### src/wip_pkg.sv
// Shared constants and types for the wakeup and pending-flag block
`default_nettype none
package wip_pkg;
	// Bus shape
	localparam int ADDR_W = 8;
	localparam int DATA_W = 32;
	// Event sources, one bit each
	localparam int NSRC     = 5;
	localparam int SRC_LVD  = 0;
	localparam int SRC_RTI  = 1;
	localparam int SRC_MODULO_TIMER = 2;
	localparam int SRC_ANALOG_COMPARATOR = 3;
	localparam int SRC_KBD  = 4;
	// Synchronous timer overflow cannot wake from stop
	localparam logic [NSRC-1:0] STOP_CAPABLE = 5'h1b;
	// Register offsets (byte addresses)
	localparam logic [ADDR_W-1:0] OFF_FLAGS   = 8'h00;
	localparam logic [ADDR_W-1:0] OFF_ENABLE  = 8'h04;
	localparam logic [ADDR_W-1:0] OFF_MASK    = 8'h08;
	localparam logic [ADDR_W-1:0] OFF_PENDING = 8'h0c;
	localparam logic [ADDR_W-1:0] OFF_KBSC    = 8'h10;
	localparam logic [ADDR_W-1:0] OFF_OPTION  = 8'h14;
	localparam logic [ADDR_W-1:0] OFF_STATE   = 8'h18;
	// Field positions
	localparam int KB_FLAG_BIT     = 0;
	localparam int KB_EN_BIT       = 1;
	localparam int KB_ACK_BIT      = 2;
	localparam int OPT_STOP_PERMIT = 0;
	localparam int OPT_ANALOG_COMPARATOR_EN     = 1;
	// Reset values
	localparam logic [NSRC-1:0] RST_ENABLE = 5'h00;
	localparam logic [NSRC-1:0] RST_MASK   = 5'h00;
	localparam logic [1:0]      RST_OPTION = 2'h0;
	// Timing: bus clock and wait recovery in bus cycles
	localparam int         CLK_HZ        = 25_000_000;
	localparam int         WAKE_CYCLES   = 3;
	localparam logic [1:0] WAKE_CNT_INIT = 2'(WAKE_CYCLES - 2);
	// Bus responses
	localparam logic [1:0] RESP_OKAY   = 2'h0;
	localparam logic [1:0] RESP_SLVERR = 2'h2;
	// Power states, one-hot
	typedef enum logic [4:0] {
		pwr_run     = 5'h01,
		pwr_wait    = 5'h02,
		pwr_stop    = 5'h04,
		pwr_recover = 5'h08,
		pwr_resume  = 5'h10
	} wip_pwr_type;
	// AXI4-Lite carriers
	typedef struct packed {
		logic              awvalid;
		logic [ADDR_W-1:0] awaddr;
		logic              wvalid;
		logic [DATA_W-1:0] wdata;
		logic [3:0]        wstrb;
		logic              bready;
		logic              arvalid;
		logic [ADDR_W-1:0] araddr;
		logic              rready;
	} wip_axi_req_type;
	typedef struct packed {
		logic              awready;
		logic              wready;
		logic              bvalid;
		logic [1:0]        bresp;
		logic              arready;
		logic              rvalid;
		logic [DATA_W-1:0] rdata;
		logic [1:0]        rresp;
	} wip_axi_rsp_type;
endpackage
`default_nettype wire

### src/wip_sync.sv
// Three-stage pin synchroniser with agreement filter
`default_nettype none
module wip_sync #(
	parameter int WIDTH = 5
) (
	// Clock and reset
	input  wire logic             aclk,
	input  wire logic             aresetn,
	// Raw pins and cleaned result
	input  wire logic [WIDTH-1:0] pin,
	output logic      [WIDTH-1:0] level,
	output logic      [WIDTH-1:0] rise
);
	import wip_pkg::*;

	typedef struct packed {
		logic [WIDTH-1:0] s1;
		logic [WIDTH-1:0] s2;
		logic [WIDTH-1:0] s3;
		logic [WIDTH-1:0] lvl;
		logic [WIDTH-1:0] rise;
	} wip_sync_type;

	wip_sync_type q;
	wip_sync_type d;
	logic [WIDTH-1:0] agree;

	////////////////////////////////////////////////////////////////////////
	// A change counts only once the last two stages agree
	always_comb begin
		agree = q.s2 ~^ q.s3;
		d = q;
		d.s1 = pin;
		d.s2 = q.s1;
		d.s3 = q.s2;
		d.lvl = (agree & q.s3) | (~agree & q.lvl);
		d.rise = agree & q.s3 & ~q.lvl;
	end

	always_ff @(posedge aclk) begin
		if (!aresetn) begin
			q <= '0;
		end else begin
			q <= d;
		end
	end

	assign level = q.lvl;
	assign rise  = q.rise;
endmodule
`default_nettype wire

### src/wip_axil.sv
// AXI4-Lite slave front end with simple register strobes
`default_nettype none
module wip_axil (
	// Clock and reset
	input  wire logic                    aclk,
	input  wire logic                    aresetn,
	// Bus
	input  wire wip_pkg::wip_axi_req_type axi_req,
	output var   wip_pkg::wip_axi_rsp_type axi_rsp,
	// Write strobe to register file
	output logic                          wr_en,
	output logic [wip_pkg::ADDR_W-1:0]    wr_addr,
	output logic [wip_pkg::DATA_W-1:0]    wr_data,
	output logic [3:0]                    wr_strb,
	input  wire logic                     wr_err,
	// Read path from register file
	output logic [wip_pkg::ADDR_W-1:0]    rd_addr,
	input  wire logic [wip_pkg::DATA_W-1:0] rd_data,
	input  wire logic                     rd_err
);
	import wip_pkg::*;

	typedef struct packed {
		logic              aw_have;
		logic [ADDR_W-1:0] awaddr;
		logic              w_have;
		logic [DATA_W-1:0] wdata;
		logic [3:0]        wstrb;
		logic              bvalid;
		logic [1:0]        bresp;
		logic              rpend;
		logic [ADDR_W-1:0] araddr;
		logic              rvalid;
		logic [DATA_W-1:0] rdata;
		logic [1:0]        rresp;
		logic              awrdy;
		logic              wrdy;
		logic              arrdy;
	} wip_axil_type;

	// Readies come from flops so every bus output is registered
	localparam wip_axil_type AXIL_RESET = '{awrdy: 1'b1, wrdy: 1'b1, arrdy: 1'b1, default: '0};

	wip_axil_type q;
	wip_axil_type d;
	logic         wr_go;

	////////////////////////////////////////////////////////////////////////
	// Address and data are held separately so either may come first
	always_comb begin
		d = q;
		wr_go = q.aw_have & q.w_have & ~q.bvalid;
		if (axi_req.awvalid && !q.aw_have && !q.bvalid) begin
			d.aw_have = 1'b1;
			d.awaddr = axi_req.awaddr;
		end
		if (axi_req.wvalid && !q.w_have && !q.bvalid) begin
			d.w_have = 1'b1;
			d.wdata = axi_req.wdata;
			d.wstrb = axi_req.wstrb;
		end
		if (wr_go) begin
			d.aw_have = 1'b0;
			d.w_have = 1'b0;
			d.bvalid = 1'b1;
			d.bresp = wr_err ? RESP_SLVERR : RESP_OKAY;
		end
		if (q.bvalid && axi_req.bready) begin
			d.bvalid = 1'b0;
		end
		if (axi_req.arvalid && !q.rpend && !q.rvalid) begin
			d.rpend = 1'b1;
			d.araddr = axi_req.araddr;
		end
		if (q.rpend) begin
			d.rpend = 1'b0;
			d.rvalid = 1'b1;
			d.rdata = rd_data;
			d.rresp = rd_err ? RESP_SLVERR : RESP_OKAY;
		end
		if (q.rvalid && axi_req.rready) begin
			d.rvalid = 1'b0;
		end
		d.awrdy = ~d.aw_have & ~d.bvalid;
		d.wrdy = ~d.w_have & ~d.bvalid;
		d.arrdy = ~d.rpend & ~d.rvalid;
	end

	always_ff @(posedge aclk) begin
		if (!aresetn) begin
			q <= AXIL_RESET;
		end else begin
			q <= d;
		end
	end

	assign axi_rsp.awready = q.awrdy;
	assign axi_rsp.wready  = q.wrdy;
	assign axi_rsp.bvalid  = q.bvalid;
	assign axi_rsp.bresp   = q.bresp;
	assign axi_rsp.arready = q.arrdy;
	assign axi_rsp.rvalid  = q.rvalid;
	assign axi_rsp.rdata   = q.rdata;
	assign axi_rsp.rresp   = q.rresp;
	assign wr_en   = wr_go;
	assign wr_addr = q.awaddr;
	assign wr_data = q.wdata;
	assign wr_strb = q.wstrb;
	assign rd_addr = q.araddr;
endmodule
`default_nettype wire

### src/wip_top.sv
// Wakeup control, event flags and central pending register
// How it works
// - An enabled event wakes the core from wait; from stop only if it is an asynchronous source.
// - Every event sets its own sticky flag for later polling.
// - In run or debug state events only set flags and pending bits, never change flow.
// - Five sources, each with its own flag and enable bit.
// - Only enabled sources may wake the core.
// - Wakeup resumes at next instruction; no vector fetch, counter held meanwhile.
// - Enabled event also sets its bit in the central pending register.
// - Enabled keyboard event sets both keyboard flag and keyboard pending bit.
// - Writing one to keyboard acknowledge clears both keyboard bits together.
// - Wait recovery takes three bus cycles before the next fetch.
// - Only asynchronous sources wake from stop; timer overflow cannot.
// - Asynchronous sources are synchronised to the bus clock first.
// - Stop wakeup waits for clock and regulator ready before resuming.
// - Disabled comparator leaves both its pins as plain I/O.
// - Wait instruction gates the core clock and holds the counter.
// - Stop without permit bit forces an illegal-opcode reset instead.
`default_nettype none
module wip_top (
	// Clock and reset
	input  wire logic                      aclk,
	input  wire logic                      aresetn,
	// Register bus
	input  wire wip_pkg::wip_axi_req_type  axi_req,
	output var   wip_pkg::wip_axi_rsp_type axi_rsp,
	// Event sources
	input  wire logic                      lvd_pin,
	input  wire logic                      rti_pin,
	input  wire logic                      analog_comparator_pin,
	input  wire logic                      kbd_pin,
	input  wire logic                      modulo_timer_overflow,
	// Core and power control
	input  wire logic                      wait_exec,
	input  wire logic                      stop_exec,
	input  wire logic                      bdm_active,
	input  wire logic                      regulator_ready,
	output logic                           cpu_clk_en,
	output logic                           pc_hold,
	output logic                           resume_fetch,
	output logic                           stop_clocks,
	output logic                           ilop_reset,
	output logic                           analog_comparator_pins_gpio,
	output logic                           irq
);
	import wip_pkg::*;

	typedef struct packed {
		wip_pwr_type     pwr;
		logic [1:0]      cnt;
		logic [NSRC-1:0] flags;
		logic [NSRC-1:0] pend;
		logic [NSRC-1:0] en;
		logic [NSRC-1:0] mask;
		logic [1:0]      opt;
		logic            clk_en;
		logic            hold;
		logic            resume;
		logic            stop_clk;
		logic            ilop;
		logic            gpio;
		logic            irq;
	} wip_state_type;

	localparam wip_state_type ST_RESET = '{
		pwr: pwr_run, cnt: 2'h0, flags: 5'h00, pend: 5'h00,
		en: RST_ENABLE, mask: RST_MASK, opt: RST_OPTION,
		clk_en: 1'b1, hold: 1'b0, resume: 1'b0, stop_clk: 1'b0,
		ilop: 1'b0, gpio: 1'b1, irq: 1'b0
	};

	wip_state_type     q;
	wip_state_type     d;
	logic [4:0]        sync_lvl;
	logic [4:0]        sync_rise;
	logic [NSRC-1:0]   evt;
	logic [NSRC-1:0]   evt_en;
	logic [NSRC-1:0]   clr;
	logic              reg_rdy;
	logic              wake_go;
	logic              stop_go;
	logic              kb_ack;
	logic              wr_en;
	logic              wr_b;
	logic [ADDR_W-1:0] wr_addr;
	logic [DATA_W-1:0] wr_data;
	logic [3:0]        wr_strb;
	logic              wr_err;
	logic [ADDR_W-1:0] rd_addr;
	logic [DATA_W-1:0] rd_data;
	logic              rd_err;

	////////////////////////////////////////////////////////////////////////
	// Bus front end
	wip_axil u_axil (
		.aclk    (aclk),
		.aresetn (aresetn),
		.axi_req (axi_req),
		.axi_rsp (axi_rsp),
		.wr_en   (wr_en),
		.wr_addr (wr_addr),
		.wr_data (wr_data),
		.wr_strb (wr_strb),
		.wr_err  (wr_err),
		.rd_addr (rd_addr),
		.rd_data (rd_data),
		.rd_err  (rd_err)
	);

	// Pins cross into the bus clock; costs four cycles to the rise output
	wip_sync #(
		.WIDTH (5)
	) u_sync (
		.aclk    (aclk),
		.aresetn (aresetn),
		.pin     ({regulator_ready, kbd_pin, analog_comparator_pin, rti_pin, lvd_pin}),
		.level   (sync_lvl),
		.rise    (sync_rise)
	);

	////////////////////////////////////////////////////////////////////////
	// Event vector, one bit per source
	assign evt = {sync_rise[3], sync_rise[2], modulo_timer_overflow, sync_rise[1], sync_rise[0]};
	assign reg_rdy = sync_lvl[4];
	assign evt_en = evt & q.en;
	// Debugger owns the core while active, so no wakeup then
	assign wake_go = (|evt_en) & ~bdm_active;
	assign stop_go = (|(evt_en & STOP_CAPABLE)) & ~bdm_active;
	assign wr_b = wr_en & wr_strb[0];
	assign kb_ack = wr_b && wr_addr == OFF_KBSC && wr_data[KB_ACK_BIT];

	////////////////////////////////////////////////////////////////////////
	// Register reads and error answers
	always_comb begin
		rd_err = 1'b0;
		unique case (rd_addr)
			OFF_FLAGS:   rd_data = 32'(q.flags);
			OFF_ENABLE:  rd_data = 32'(q.en);
			OFF_MASK:    rd_data = 32'(q.mask);
			OFF_PENDING: rd_data = 32'(q.pend);
			OFF_KBSC:    rd_data = 32'({q.en[SRC_KBD], q.flags[SRC_KBD]});
			OFF_OPTION:  rd_data = 32'(q.opt);
			OFF_STATE:   rd_data = 32'(q.pwr);
			default: begin
				rd_data = 32'h0000_0000;
				rd_err = 1'b1;
			end
		endcase
	end

	// Read-only locations accept writes silently
	always_comb begin
		unique case (wr_addr)
			OFF_FLAGS, OFF_ENABLE, OFF_MASK, OFF_PENDING,
			OFF_KBSC, OFF_OPTION, OFF_STATE: wr_err = 1'b0;
			default: wr_err = wr_en;
		endcase
	end

	////////////////////////////////////////////////////////////////////////
	// Next state
	always_comb begin
		d = q;
		clr = 5'h00;
		if (wr_b && wr_addr == OFF_FLAGS) begin
			clr = wr_data[NSRC-1:0];
		end
		if (kb_ack) begin
			clr[SRC_KBD] = 1'b1;
		end
		// A fresh event beats a clear in the same cycle
		d.flags = (q.flags & ~clr) | evt;
		// Pending can only hold what its flag holds
		d.pend = (q.pend & ~clr) | evt_en;
		if (wr_b && wr_addr == OFF_ENABLE) begin
			d.en = wr_data[NSRC-1:0];
		end
		if (wr_b && wr_addr == OFF_KBSC) begin
			d.en[SRC_KBD] = wr_data[KB_EN_BIT];
		end
		if (wr_b && wr_addr == OFF_MASK) begin
			d.mask = wr_data[NSRC-1:0];
		end
		if (wr_b && wr_addr == OFF_OPTION) begin
			d.opt = wr_data[1:0];
		end
		d.resume = 1'b0;
		d.ilop = 1'b0;
		unique case (q.pwr)
			pwr_run: begin
				// Events here only land in the flags and pending bits
				if (stop_exec) begin
					if (q.opt[OPT_STOP_PERMIT]) begin
						d.pwr = pwr_stop;
						d.clk_en = 1'b0;
						d.hold = 1'b1;
						d.stop_clk = 1'b1;
					end else begin
						d.ilop = 1'b1;
					end
				end else if (wait_exec) begin
					d.pwr = pwr_wait;
					d.clk_en = 1'b0;
					d.hold = 1'b1;
				end
			end
			pwr_wait: begin
				if (wake_go) begin
					d.pwr = pwr_resume;
					d.cnt = WAKE_CNT_INIT;
				end
			end
			pwr_stop: begin
				if (stop_go) begin
					d.pwr = pwr_recover;
					d.stop_clk = 1'b0;
				end
			end
			pwr_recover: begin
				// Clock and regulator must be back first
				if (reg_rdy) begin
					d.pwr = pwr_resume;
					d.cnt = WAKE_CNT_INIT;
				end
			end
			pwr_resume: begin
				if (q.cnt == 2'h0) begin
					d.pwr = pwr_run;
					d.clk_en = 1'b1;
					d.hold = 1'b0;
					d.resume = 1'b1;
				end else begin
					d.cnt = q.cnt - 2'h1;
				end
			end
			default: begin
				d = ST_RESET;
			end
		endcase
		d.gpio = ~q.opt[OPT_ANALOG_COMPARATOR_EN];
		d.irq = |(d.flags & d.mask);
	end

	always_ff @(posedge aclk) begin
		if (!aresetn) begin
			q <= ST_RESET;
		end else begin
			q <= d;
		end
	end

	assign cpu_clk_en     = q.clk_en;
	assign pc_hold        = q.hold;
	assign resume_fetch   = q.resume;
	assign stop_clocks    = q.stop_clk;
	assign ilop_reset     = q.ilop;
	assign analog_comparator_pins_gpio = q.gpio;
	assign irq            = q.irq;
endmodule
`default_nettype wire

### config.mk
export PLATFORM = sky130hd
export DESIGN_NAME = wip_top
export DESIGN_NICKNAME = d
export VERILOG_FILES = /design/src/wip_pkg.sv /design/src/wip_sync.sv /design/src/wip_axil.sv /design/src/wip_top.sv
export SDC_FILE = /design/constraint.sdc
export NUM_CORES = 1
export LEC_CHECK = 0
export ABC_AREA = 1
export BUFFER_PORTS_ARGS = -buffer_cell sky130_fd_sc_hd__buf_4
export CORE_MARGIN = 5
export CORE_UTILIZATION = 45
export CTS_CLUSTER_DIAMETER = 120
export DETAILED_ROUTE_END_ITERATION = 8
export PLACE_DENSITY = 0.8
export SLEW_MARGIN = 20
export SYNTH_ARGS = -nofsm -noshare
export SYNTH_HDL_FRONTEND = slang
export SYNTH_SLANG_ARGS = --single-unit
### constraint.sdc
create_clock -name aclk -period 1.7 [get_ports aclk]
set_input_delay 0.17 -clock aclk [delete_from_list [all_inputs] [get_ports aclk]]
set_output_delay 0.17 -clock aclk [all_outputs]
set_load 0.01 [all_outputs]
==> results of run 1 <==
-- worst max-delay path, cell delays in order, from the launching register on --
cell and delay, ns:
dfxtp_1 0.38, nor2_2 0.15, nand2_1 0.12, nor2_4 0.21, nand3_1 0.14, nand2_2 0.10, nand2_1 0.06, nand2_1 0.07
nand2_1 0.07, nor2_1 0.10, a21oi_1 0.07
-- cell usage in the layout (no fill, tap or decap), types with 2 or more instances in the layout --
cell type | synthesis | routed
nor3_4 | 2 | 3
o21a_1 | 2 | 2
nand4_1 | 7 | 7
clkinv_2 | 0 | 2
a21oi_2 | 16 | 16
buf_4 | 44 | 71
nor2_2 | 5 | 7
nand2_2 | 7 | 11
nor3_1 | 4 | 4
ha_1 | 5 | 5
a21oi_1 | 40 | 40
nand3_1 | 50 | 50
nor2_4 | 4 | 4
or2_2 | 2 | 2
a22oi_1 | 2 | 2
bufinv_16 | 0 | 2
clkbuf_8 | 0 | 10
dlygate4sd3_1 | 0 | 5
o21ai_1 | 5 | 5
conb_1 | 1 | 29
inv_1 | 68 | 66
nand2_1 | 100 | 96
o21ai_0 | 38 | 38
nor2_1 | 46 | 44
inv_2 | 4 | 6
dfxtp_1 | 97 | 97
-- power by group through the flow --
stage / combinational (uW) / clock [uW] / sequential [uW]
floorplan: 1050 / 0 / 2620
global placement: 1350 / 0 / 2630
detailed placement: 1380 / 0 / 2640
CTS: 1400 / 1680 / 2580
global route: 1610 / 1780 / 2610
finish: 1440 / 1660 / 2590
-- routing by layer --
metal / wire (um) / global-route usage [%] / part of all wire [%]
met3: 481 / 2.90 / 5.1
met2: 4650 / 27.9 / 49
met4: 258 / 8.57 / 2.7
met1: 4120 / 20.6 / 43
met5: 0 / 0 / 0
-- flip-flops by register name (all words and copies together) (netlist names), named ones only --
signal,flops
resume_fetch,1
cpu_clk_en,1
ilop_reset,1
irq,1
u_sync.q,5
u_sync.d,10
pc_hold,1
u_sync.rise,4
u_axil.wr_addr,8
u_axil.wr_strb,1
analog_comparator_pins_gpio,1
u_axil.wr_data,5
u_axil.q,3
u_axil.rd_addr,8
stop_clocks,1
q,29
u_axil.axi_rsp,12
-- metrics by stage --
stage | worst slack, ns | std cells | TNS (ns) | power, uW
floorplan | 0.366 | 601 | 0 | 3670
global placement | 0.172 | 745 | 0 | 3980
detailed placement | 0.138 | 745 | 0 | 4020
CTS | 0.0975 | 766 | 0 | 5660
global route | -0.0888 | 772 | -0.0888 | 6000
finish | 0.124 | 772 | 0 | 5680
-- cells by family (layout without fill, tap and decap cells) --
group / count (synthesis) / after routing / share of synthesized area, %
AND/OR/NAND/NOR: 233 / 233 / 24.9
buffers and inverters: 128 / 166 / 14.9
AO/OA/AOI/OAI: 108 / 108 / 14.2
flip-flops: 97 / 97 / 44.2
adder cells (fa/ha/maj): 5 / 5 / 1.42
other: 1 / 29 / 0.0853
multiplexers: 1 / 1 / 0.228
-- how the worst min path moves through the flow --
stage | cells after the start | end | from | slack [ns]
after floorplan | 2 | u_sync.d[15] | lvd_pin | 0.27
after global placement | 3 | u_sync.d[17] | analog_comparator_pin | 0.35
after detailed placement | 3 | u_sync.d[18] | kbd_pin | 0.35
after CTS | 3 | u_axil.rd_addr[4] | axi_req[5] | 0.02
after global routing | 3 | u_axil.rd_addr[4] | axi_req[5] | 0.03
final | 3 | u_axil.rd_addr[7] | axi_req[8] | 0.03
-- area by class of cell --
type	count	area, um2	share of cell area, %
sequential	97	1940	37.9
multi-input combinational	376	1920	37.5
timing repair buffer	77	603	11.8
inverter	73	274	5.34
tap	133	166	3.25
clock buffer	11	141	2.76
clock inverter	5	78.8	1.54
-- timing repair --
action / CTS / global route
buffers inserted: 0 / 6
resized for setup: 0 / 9
setup endpoints to repair: 0 / 4
hold buffers: 5 / 0
endpoints found under the hold margin: 5 / 0
==> results.md, run 1 <==
* Die height at 109 um
* Net Switching at 1800 uW
* HP Class: input pin to flip-flop
* Sequential share of power at 45.5%
* Main synth FF type: dfxtp_1
* Mean Syn Cell Area at 7.67 um2
* Power Density at 1110 nW/um2
* Max Fclk at 0.634 GHz
* First-pass GRT wire length at 15,700 um
* Status: complete, no violations
* WP data required at 1.97 ns
* Clock skew at 0.0142 ns
* Most common cell in the netlist: nand2_1
* Synth cell types at 38
* Crit Path Max Fanout at 6
* Drt wl/cell at 12.3 um
* Final core utilization at 53.2%
* Post-synth top area share at 44.2%
* Via count at 3,706
* Layout cells sized above 1 at 22.1%
* Worst R2R Start: u_axil.wr_addr[2]
* Post-DP HPWL at 7110 um
* Worst skew pair latency at 0.37 ns
* Die width at 109 um
* Fill count at 912
* Sequential area share after synthesis at 44.2%
* Vias in the first global route at 3,450
* Max-cap violations at 0
* CTS root buf: clkbuf_8
* Finished Cell Area at 5130 um2
* Final setup vio count at 0
* Reg clk slew, reported paths at 0.10 ns
* Inserted Clock Buffers at 9
* Total core area at 9640 um2
* Final RePlAce weighted congestion at 0.910
* Sw frac at 31.7%
* CP Data Arrival Time at 1.84 ns
* Async SR Flop Fraction at 0%
* Via/cell ratio at 4.80
* Number of synthesized flops with an enable pin at 0
* Final #Nets at 707
* R2R setup slack at 0.12 ns
* Fin crit share at 92.7%
* I/O pin count at 116
* Drc violations at 0
* FF-to-FF path depth at 10
* Yosys reg bits at 97
* Post-synth top cells: 100 x nand2_1, 97 x dfxtp_1, 68 x inv_1
* Synthesized instance count at 573
* Slew headroom at 66.4%
* Max-slew violations at 0
* Initial Util at 45.6%
* Logic pwr share at 25.3%
* Unrepaired setup endpoints after global routing: yes
* Type of origin of the critical path: flip-flop
* Post-Syn Area at 4390 um2
* Initial antenna violation count at 0
* Largest net degree at the start of global routing at 33
* Final antenna diode count at 0
* First DRT Iteration DRCs at 198
* Area growth from synthesis to layout at 16.7%
* Hold Violations, Final at 0
* Largest area contributor in the netlist: dfxtp_1
* Clk sinks at 97
* Worst setup path category: flip-flop to flip-flop
* H-tree Lvls at 3
* Crit end category: flip-flop
* Critical Path Sink: irq
* Leakage at 0.00232 uW
* DRT Wirelength at 9510 um
* Top cells by area, synth: dfxtp_1 44%, nand2_1 8.5%, buf_4 7.5%
* ANT nets after route at 0
* CTS max path bufs at 2
* Placed cell areas at 4790 um2
* Hold slack final at 0.0338 ns
* R2R Path End: irq
* Post-route minimum period at 1.58 ns
* Overflow after GRT at 0
* CTS tree: yes
* TritonRoute pass-1 iters at 5
* YS warnings at 0
* CP Launch Point: u_axil.wr_addr[2]
* Die ar. at 11,800 um2
* Tot GR Track Use at 16.7%
* # rows at 36
* Peak VDD IR at 0.544 mV
* Clock power share at 29.2%
* IO buf count at 56
* Pint at 3880 uW
* Worst Tran Pin Value at 0.502 ns
Power figures use the tool's default switching activity.
==> inputs of run 2 (changes only) <==
CORE_UTILIZATION = 40   (was 45)
CTS_BUF_LIST = sky130_fd_sc_hd__clkbuf_4   (was unset)
PLACE_DENSITY = 0.73   (was 0.8)
SETUP_SLACK_MARGIN = 0.2   (was unset)
==> results.md, run 2 (synthesis results as in run 1) <==
* Cells after DPL at 756
* TritonRoute pass-1 iters at 4
* Overflow after GRT at 0
* Hold Violations, Final at 0
* Worst skew pair latency at 0.45 ns
* Crit-path max cell delay at 0.36 ns
* First-pass GRT wire length at 16,500 um
* Leakage at 0.00253 uW
* WP data required at 2.09 ns
* Type of origin of the critical path: flip-flop
* Crit end category: flip-flop
* Clk sinks at 97
* Die width at 115 um
* Fin crit share at 91.4%
* Max reg flops at 29
* Reg clk slew, reported paths at 0.16 ns
* GRT met1 Usage at 19.8%
* Final core utilization at 52.4%
* Initial antenna violation count at 1
* Drt wl/cell at 13.0 um
* Finished Cell Area at 5660 um2
* CP Data Arrival Time at 1.94 ns
* Final setup vio count at 0
* Die ar. at 13,200 um2
* Slowest-stage cell, CP: dfxtp_2
* Peak VDD IR at 0.430 mV
* Via/cell ratio at 4.85
* CTS max path bufs at 2
* Status: complete, no violations
* # rows at 38
* Setup TNS at 0 ns
* Inserted Clock Buffers at 9
* Grt met2 use at 25.3%
* Commonest cells after routing, fill and taps aside: 90 x nand2_1, 84 x buf_4, 83 x dfxtp_1
* First DRT Iteration DRCs at 144
* GR peak layer: met2
* Layout cells sized above 1 at 30.0%
* H-tree Lvls at 3
* DRT Wirelength at 10,600 um
* I/O pin count at 116
* Max Fclk at 0.644 GHz
* Final #Nets at 744
* Unrepaired setup endpoints after global routing: yes
* CTS root buf: clkbuf_4
* Most frequent CP cell: nand2_4
* Reg with most FFs: q
* Die height at 115 um
* Area growth from synthesis to layout at 28.8%
* Post-DP HPWL at 7270 um
* Via count at 3,965
* Commonest non-fill, non-tap cell in the layout: nand2_1
* Worst path cell trace: inv_2 > nand2_4 > nor4_4 > buf_4 > nor2_2 > nand2_2 > nand2_4 > clkbuf_16 > a21oi_2
* Final cell count without fillers at 817
* Max-cap violations at 0
* Final RePlAce weighted congestion at 0.867
* Drc violations at 0
* Largest net degree at the start of global routing at 24
* Vias in the first global route at 3,699
* Post-route minimum period at 1.55 ns
* Tot GR Track Use at 15.4%
* Power Density at 1020 nW/um2
* Routing usage on met3 at 2.37%
* Placed cell areas at 4840 um2
* CTS tree: yes
* HP Class: input pin to flip-flop
* Crit Path Max Fanout at 6
* ANT nets after route at 0
* Total core area at 10,800 um2
* Worst setup path category: flip-flop to flip-flop
* Initial Util at 40.7%
* IO buf count at 56
* Max-slew violations at 0
* Clock skew at 0.0147 ns
[run 2: cell types whose count changed in the layout (fill, tap and decap cells not counted), moves of 6 or more]
cell	previous run	this run
inv_6	0	6
nand2_4	1	7
clkbuf_4	0	9
nor2_1	44	38
nor2_4	4	12
nand3_2	0	6
buf_4	71	84
dfxtp_2	0	11
nand2_1	96	90
dlygate4sd3_1	5	25
clkbuf_8	10	0
dfxtp_1	97	83
nand3_1	50	44
[run 2: final timing paths]
kind | startpoint | cells after the start | endpoint | slack (ns)
setup / recovery | q[34] | 9 | q[14] | 0.15
hold / removal | axi_req[2] | 3 | u_axil.rd_addr[1] | 0.03
setup reg to reg | q[34] | 9 | q[14] | 0.15
hold reg to reg | flip-flop | 1 | u_sync.rise[1] | 0.42
[run 2: per-layer routing]
| layer | up-vias | share of wire, % | wire length (um) |
|---|---|---|---|
| li1 | 1977 | - | - |
| met1 | 1850 | 44 | 4610 |
| met2 | 110 | 49 | 5160 |
| met3 | 28 | 4.4 | 465 |
| met4 | 0 | 3.3 | 347 |
| met5 | - | 0 | 0 |
[run 2: area by class of cell]
cell class	count	area (um2)
diodes	1	2.50
clock buffers	9	67.6
clock inverters	7	60.1
fillers	991	5130
inverters	73	282
multi-input cells	376	2120
flip-flops and latches	97	1970
well taps	140	175
repair buffers	114	982
[run 2: stage by stage]
| step | hold slack (ns) | power [uW] | setup slack [ns] |
|---|---|---|---|
| 2_1_floorplan | 0.268 | 3670 | 0.366 |
| 3_3_place_gp | 0.351 | 4000 | 0.164 |
| 3_5_place_dp | 0.354 | 4050 | 0.143 |
| 4_1_cts | 0.00417 | 5270 | 0.171 |
| 5_1_grt | 0.0154 | 6110 | 0.0215 |
| 6_report | 0.0251 | 5780 | 0.147 |
[run 2: report_power, final]
part | switching (uW) | internal [uW] | leakage (uW)
combinational | 1120 | 871 | 0.00167
clock | 832 | 333 | 0.0000687
sequential | 146 | 2470 | 0.000799
[run 2: worst max-delay path, delay by kind of cell (launching register included)]
kind                   cells  cell delay, ns
AND/OR/NAND/NOR            5            0.58
buffers and inverters      3            0.44
flip-flops                 1            0.36
AO/OA/AOI/OAI              1            0.11
[run 2: repair_timing]
action                                 in CTS  in global routing
buffers inserted                            2                 14
hold buffers                               25                  0
cloned                                      0                  3
pin swaps                                   2                 25
resized for setup                           5                 75
setup endpoints to repair                   6                 43
endpoints found under the hold margin      27                  0
==> inputs of run 3 (changes only) <==
==> constraint.sdc (replaced) <==
create_clock -name aclk -period 1.7 [get_ports aclk]
set_input_delay 0 -clock aclk [delete_from_list [all_inputs] [get_ports aclk]]
set_output_delay 0 -clock aclk [all_outputs]
set_load 0.01 [all_outputs]
==> results.md, run 3 (synthesis results as in run 1) <==
* Logic pwr share at 33.3%
* Vias in the first global route at 3,568
* Die ar. at 13,200 um2
* Fill count at 983
* Inserted Clock Buffers at 9
* Largest net degree at the start of global routing at 24
* Sequential share of power at 43.6%
* Peak VDD IR at 0.418 mV
* Setup TNS at 0 ns
* Pint at 3980 uW
* Overflow after GRT at 0
* Die width at 115 um
* Worst setup path category: flip-flop to flip-flop
* Worst path cell trace: inv_2 > nand2_4 > nor4_4 > buf_4 > o21ai_2 > nand2_4 > nor2_2 > nand2_2 > nand3_1
* Worst R2R Start: q[33]
* Layout cells sized above 1 at 29.8%
* Tot GR Track Use at 15.3%
* # rows at 38
* Max Fclk at 0.653 GHz
* Crit end category: flip-flop
* Post-DP HPWL at 7250 um
* H-tree Lvls at 3
* Die height at 115 um
* Unrepaired setup endpoints after global routing: yes
* M1 wire length at 4440 um
* Post-route minimum period at 1.53 ns
* Critical path buffers and inverters at 2
* Sw frac at 33.7%
* Slowest-stage cell, CP: dfxtp_2
* Reg clk slew, reported paths at 0.15 ns
* First-pass GRT wire length at 16,200 um
* CTS max path bufs at 2
* TritonRoute pass-1 iters at 4
* Max-cap violations at 0
* Crit Path Max Fanout at 4
* ANT nets after route at 0
* Final setup vio count at 0
* First DRT Iteration DRCs at 211
* Met2 routed WL at 5350 um
* CP Data Arrival Time at 1.85 ns
* Hold endpoint: u_axil.wr_data[1]
* Status: complete, no violations
* Worst skew pair latency at 0.45 ns
* Worst Tran Pin Value at 0.522 ns
* Type of origin of the critical path: flip-flop
* Most frequent CP cell: nand2_4
* Initial Util at 40.7%
* CTS root buf: clkbuf_4
* Total core area at 10,800 um2
* Fin crit share at 90.1%
* IO buf count at 56
* Crit-path max cell delay at 0.36 ns
* WL met3 at 582 um
* Via/cell ratio at 4.71
* Reg with most FFs: q
* Net Switching at 2020 uW
* Clock skew at 0.0275 ns
* Hold Crit Depth at 3
* Clk sinks at 97
* DR top layer: met4
* Drc violations at 0
* Initial antenna violation count at 1
* Final RePlAce weighted congestion at 0.874
* R2R setup slack at 0.17 ns
* FF-to-FF path depth at 9
* Slew headroom at 65.1%
* Max-slew violations at 0
* Drt wl/cell at 12.6 um
* DRT Wirelength at 10,500 um
* Via count at 3,907
* Final #Nets at 756
* Hold slack final at 0.103 ns
* CP delay by family, top: simple AND/OR/NAND/NOR gates
* WP data required at 2.02 ns
* Hold Violations, Final at 0
* HP Class: input pin to flip-flop
* R2R Path End: cpu_clk_en
* Hold Startpoint: axi_req[47]
* Commonest cells after routing, fill and taps aside: 88 x nand2_1, 86 x dfxtp_1, 84 x buf_4
* CTS tree: yes
* Leakage at 0.00261 uW
* Clock power share at 23.0%
* Area growth from synthesis to layout at 32.0%
* Power Density at 1030 nW/um2
* I/O pin count at 116
* Stages on worst setup path at 9
* Max reg flops at 29
* Commonest non-fill, non-tap cell in the layout: nand2_1
## run 3: how the worst max path moves through the flow
stage | from | to | slack, ns
floorplan | u_axil.axi_rsp[38] | irq | 0.37
global placement | u_axil.axi_rsp[38] | irq | 0.16
detailed placement | u_axil.rd_addr[0] | u_axil.axi_rsp[2] | 0.15
CTS | u_axil.rd_addr[2] | u_axil.axi_rsp[2] | 0.20
global route | u_axil.wr_addr[2] | irq | 0.06
finish | q[33] | cpu_clk_en | 0.17
## run 3: power groups by stage
stage | clock [uW] | combinational (uW) | sequential (uW)
2_1_floorplan | 0 | 1050 | 2620
3_3_place_gp | 0 | 1400 | 2630
3_5_place_dp | 0 | 1430 | 2640
4_1_cts | 1420 | 1530 | 2590
5_1_grt | 1510 | 2180 | 2640
6_report | 1380 | 2000 | 2620
## run 3: through the flow
stage,area [um2],instances,setup slack [ns],power [uW],utilization [%]
after floorplan,4500,601,0.366,3670,-
final,5800,829,0.169,6000,53.8
after global placement,4850,755,0.156,4030,44.9
after CTS,5390,808,0.195,5530,49.9
after global routing,5800,829,0.0570,6340,53.8
after detailed placement,4850,755,0.146,4060,44.9
## run 3: worst min-delay path: stages
cell,delay (ns)
buf_4,0.11
nand3_1,0.29
a21oi_1,0.11
## run 3: what timing repair did
| item | 4_1_cts | 5_1_grt |
|---|---|---|
| resized for setup | 6 | 71 |
| endpoints found under the hold margin | 48 | 0 |
| endpoints found under the setup margin | 9 | 38 |
| pin swaps | 5 | 25 |
| hold buffers | 34 | 0 |
| gates cloned | 0 | 3 |
| setup buffers | 3 | 17 |
## run 3: final cells by class
class | count | area [um2] | share of cell area (%)
multi-input cells | 376 | 2090 | 36.0
flip-flops and latches | 97 | 1970 | 33.9
repair buffers | 126 | 1120 | 19.4
inverters | 73 | 284 | 4.90
well taps | 140 | 175 | 3.02
clock inverters | 7 | 93.8 | 1.62
clock buffers | 9 | 67.6 | 1.16
diodes | 1 | 2.50 | 0.0431
## run 3: routing by layer
metal  up-vias  global-route usage (%)
li1       2014                       -
met1      1787                    19.0
met2       100                    26.8
met3         6                    2.00
met4         0                    6.49
met5         -                       0
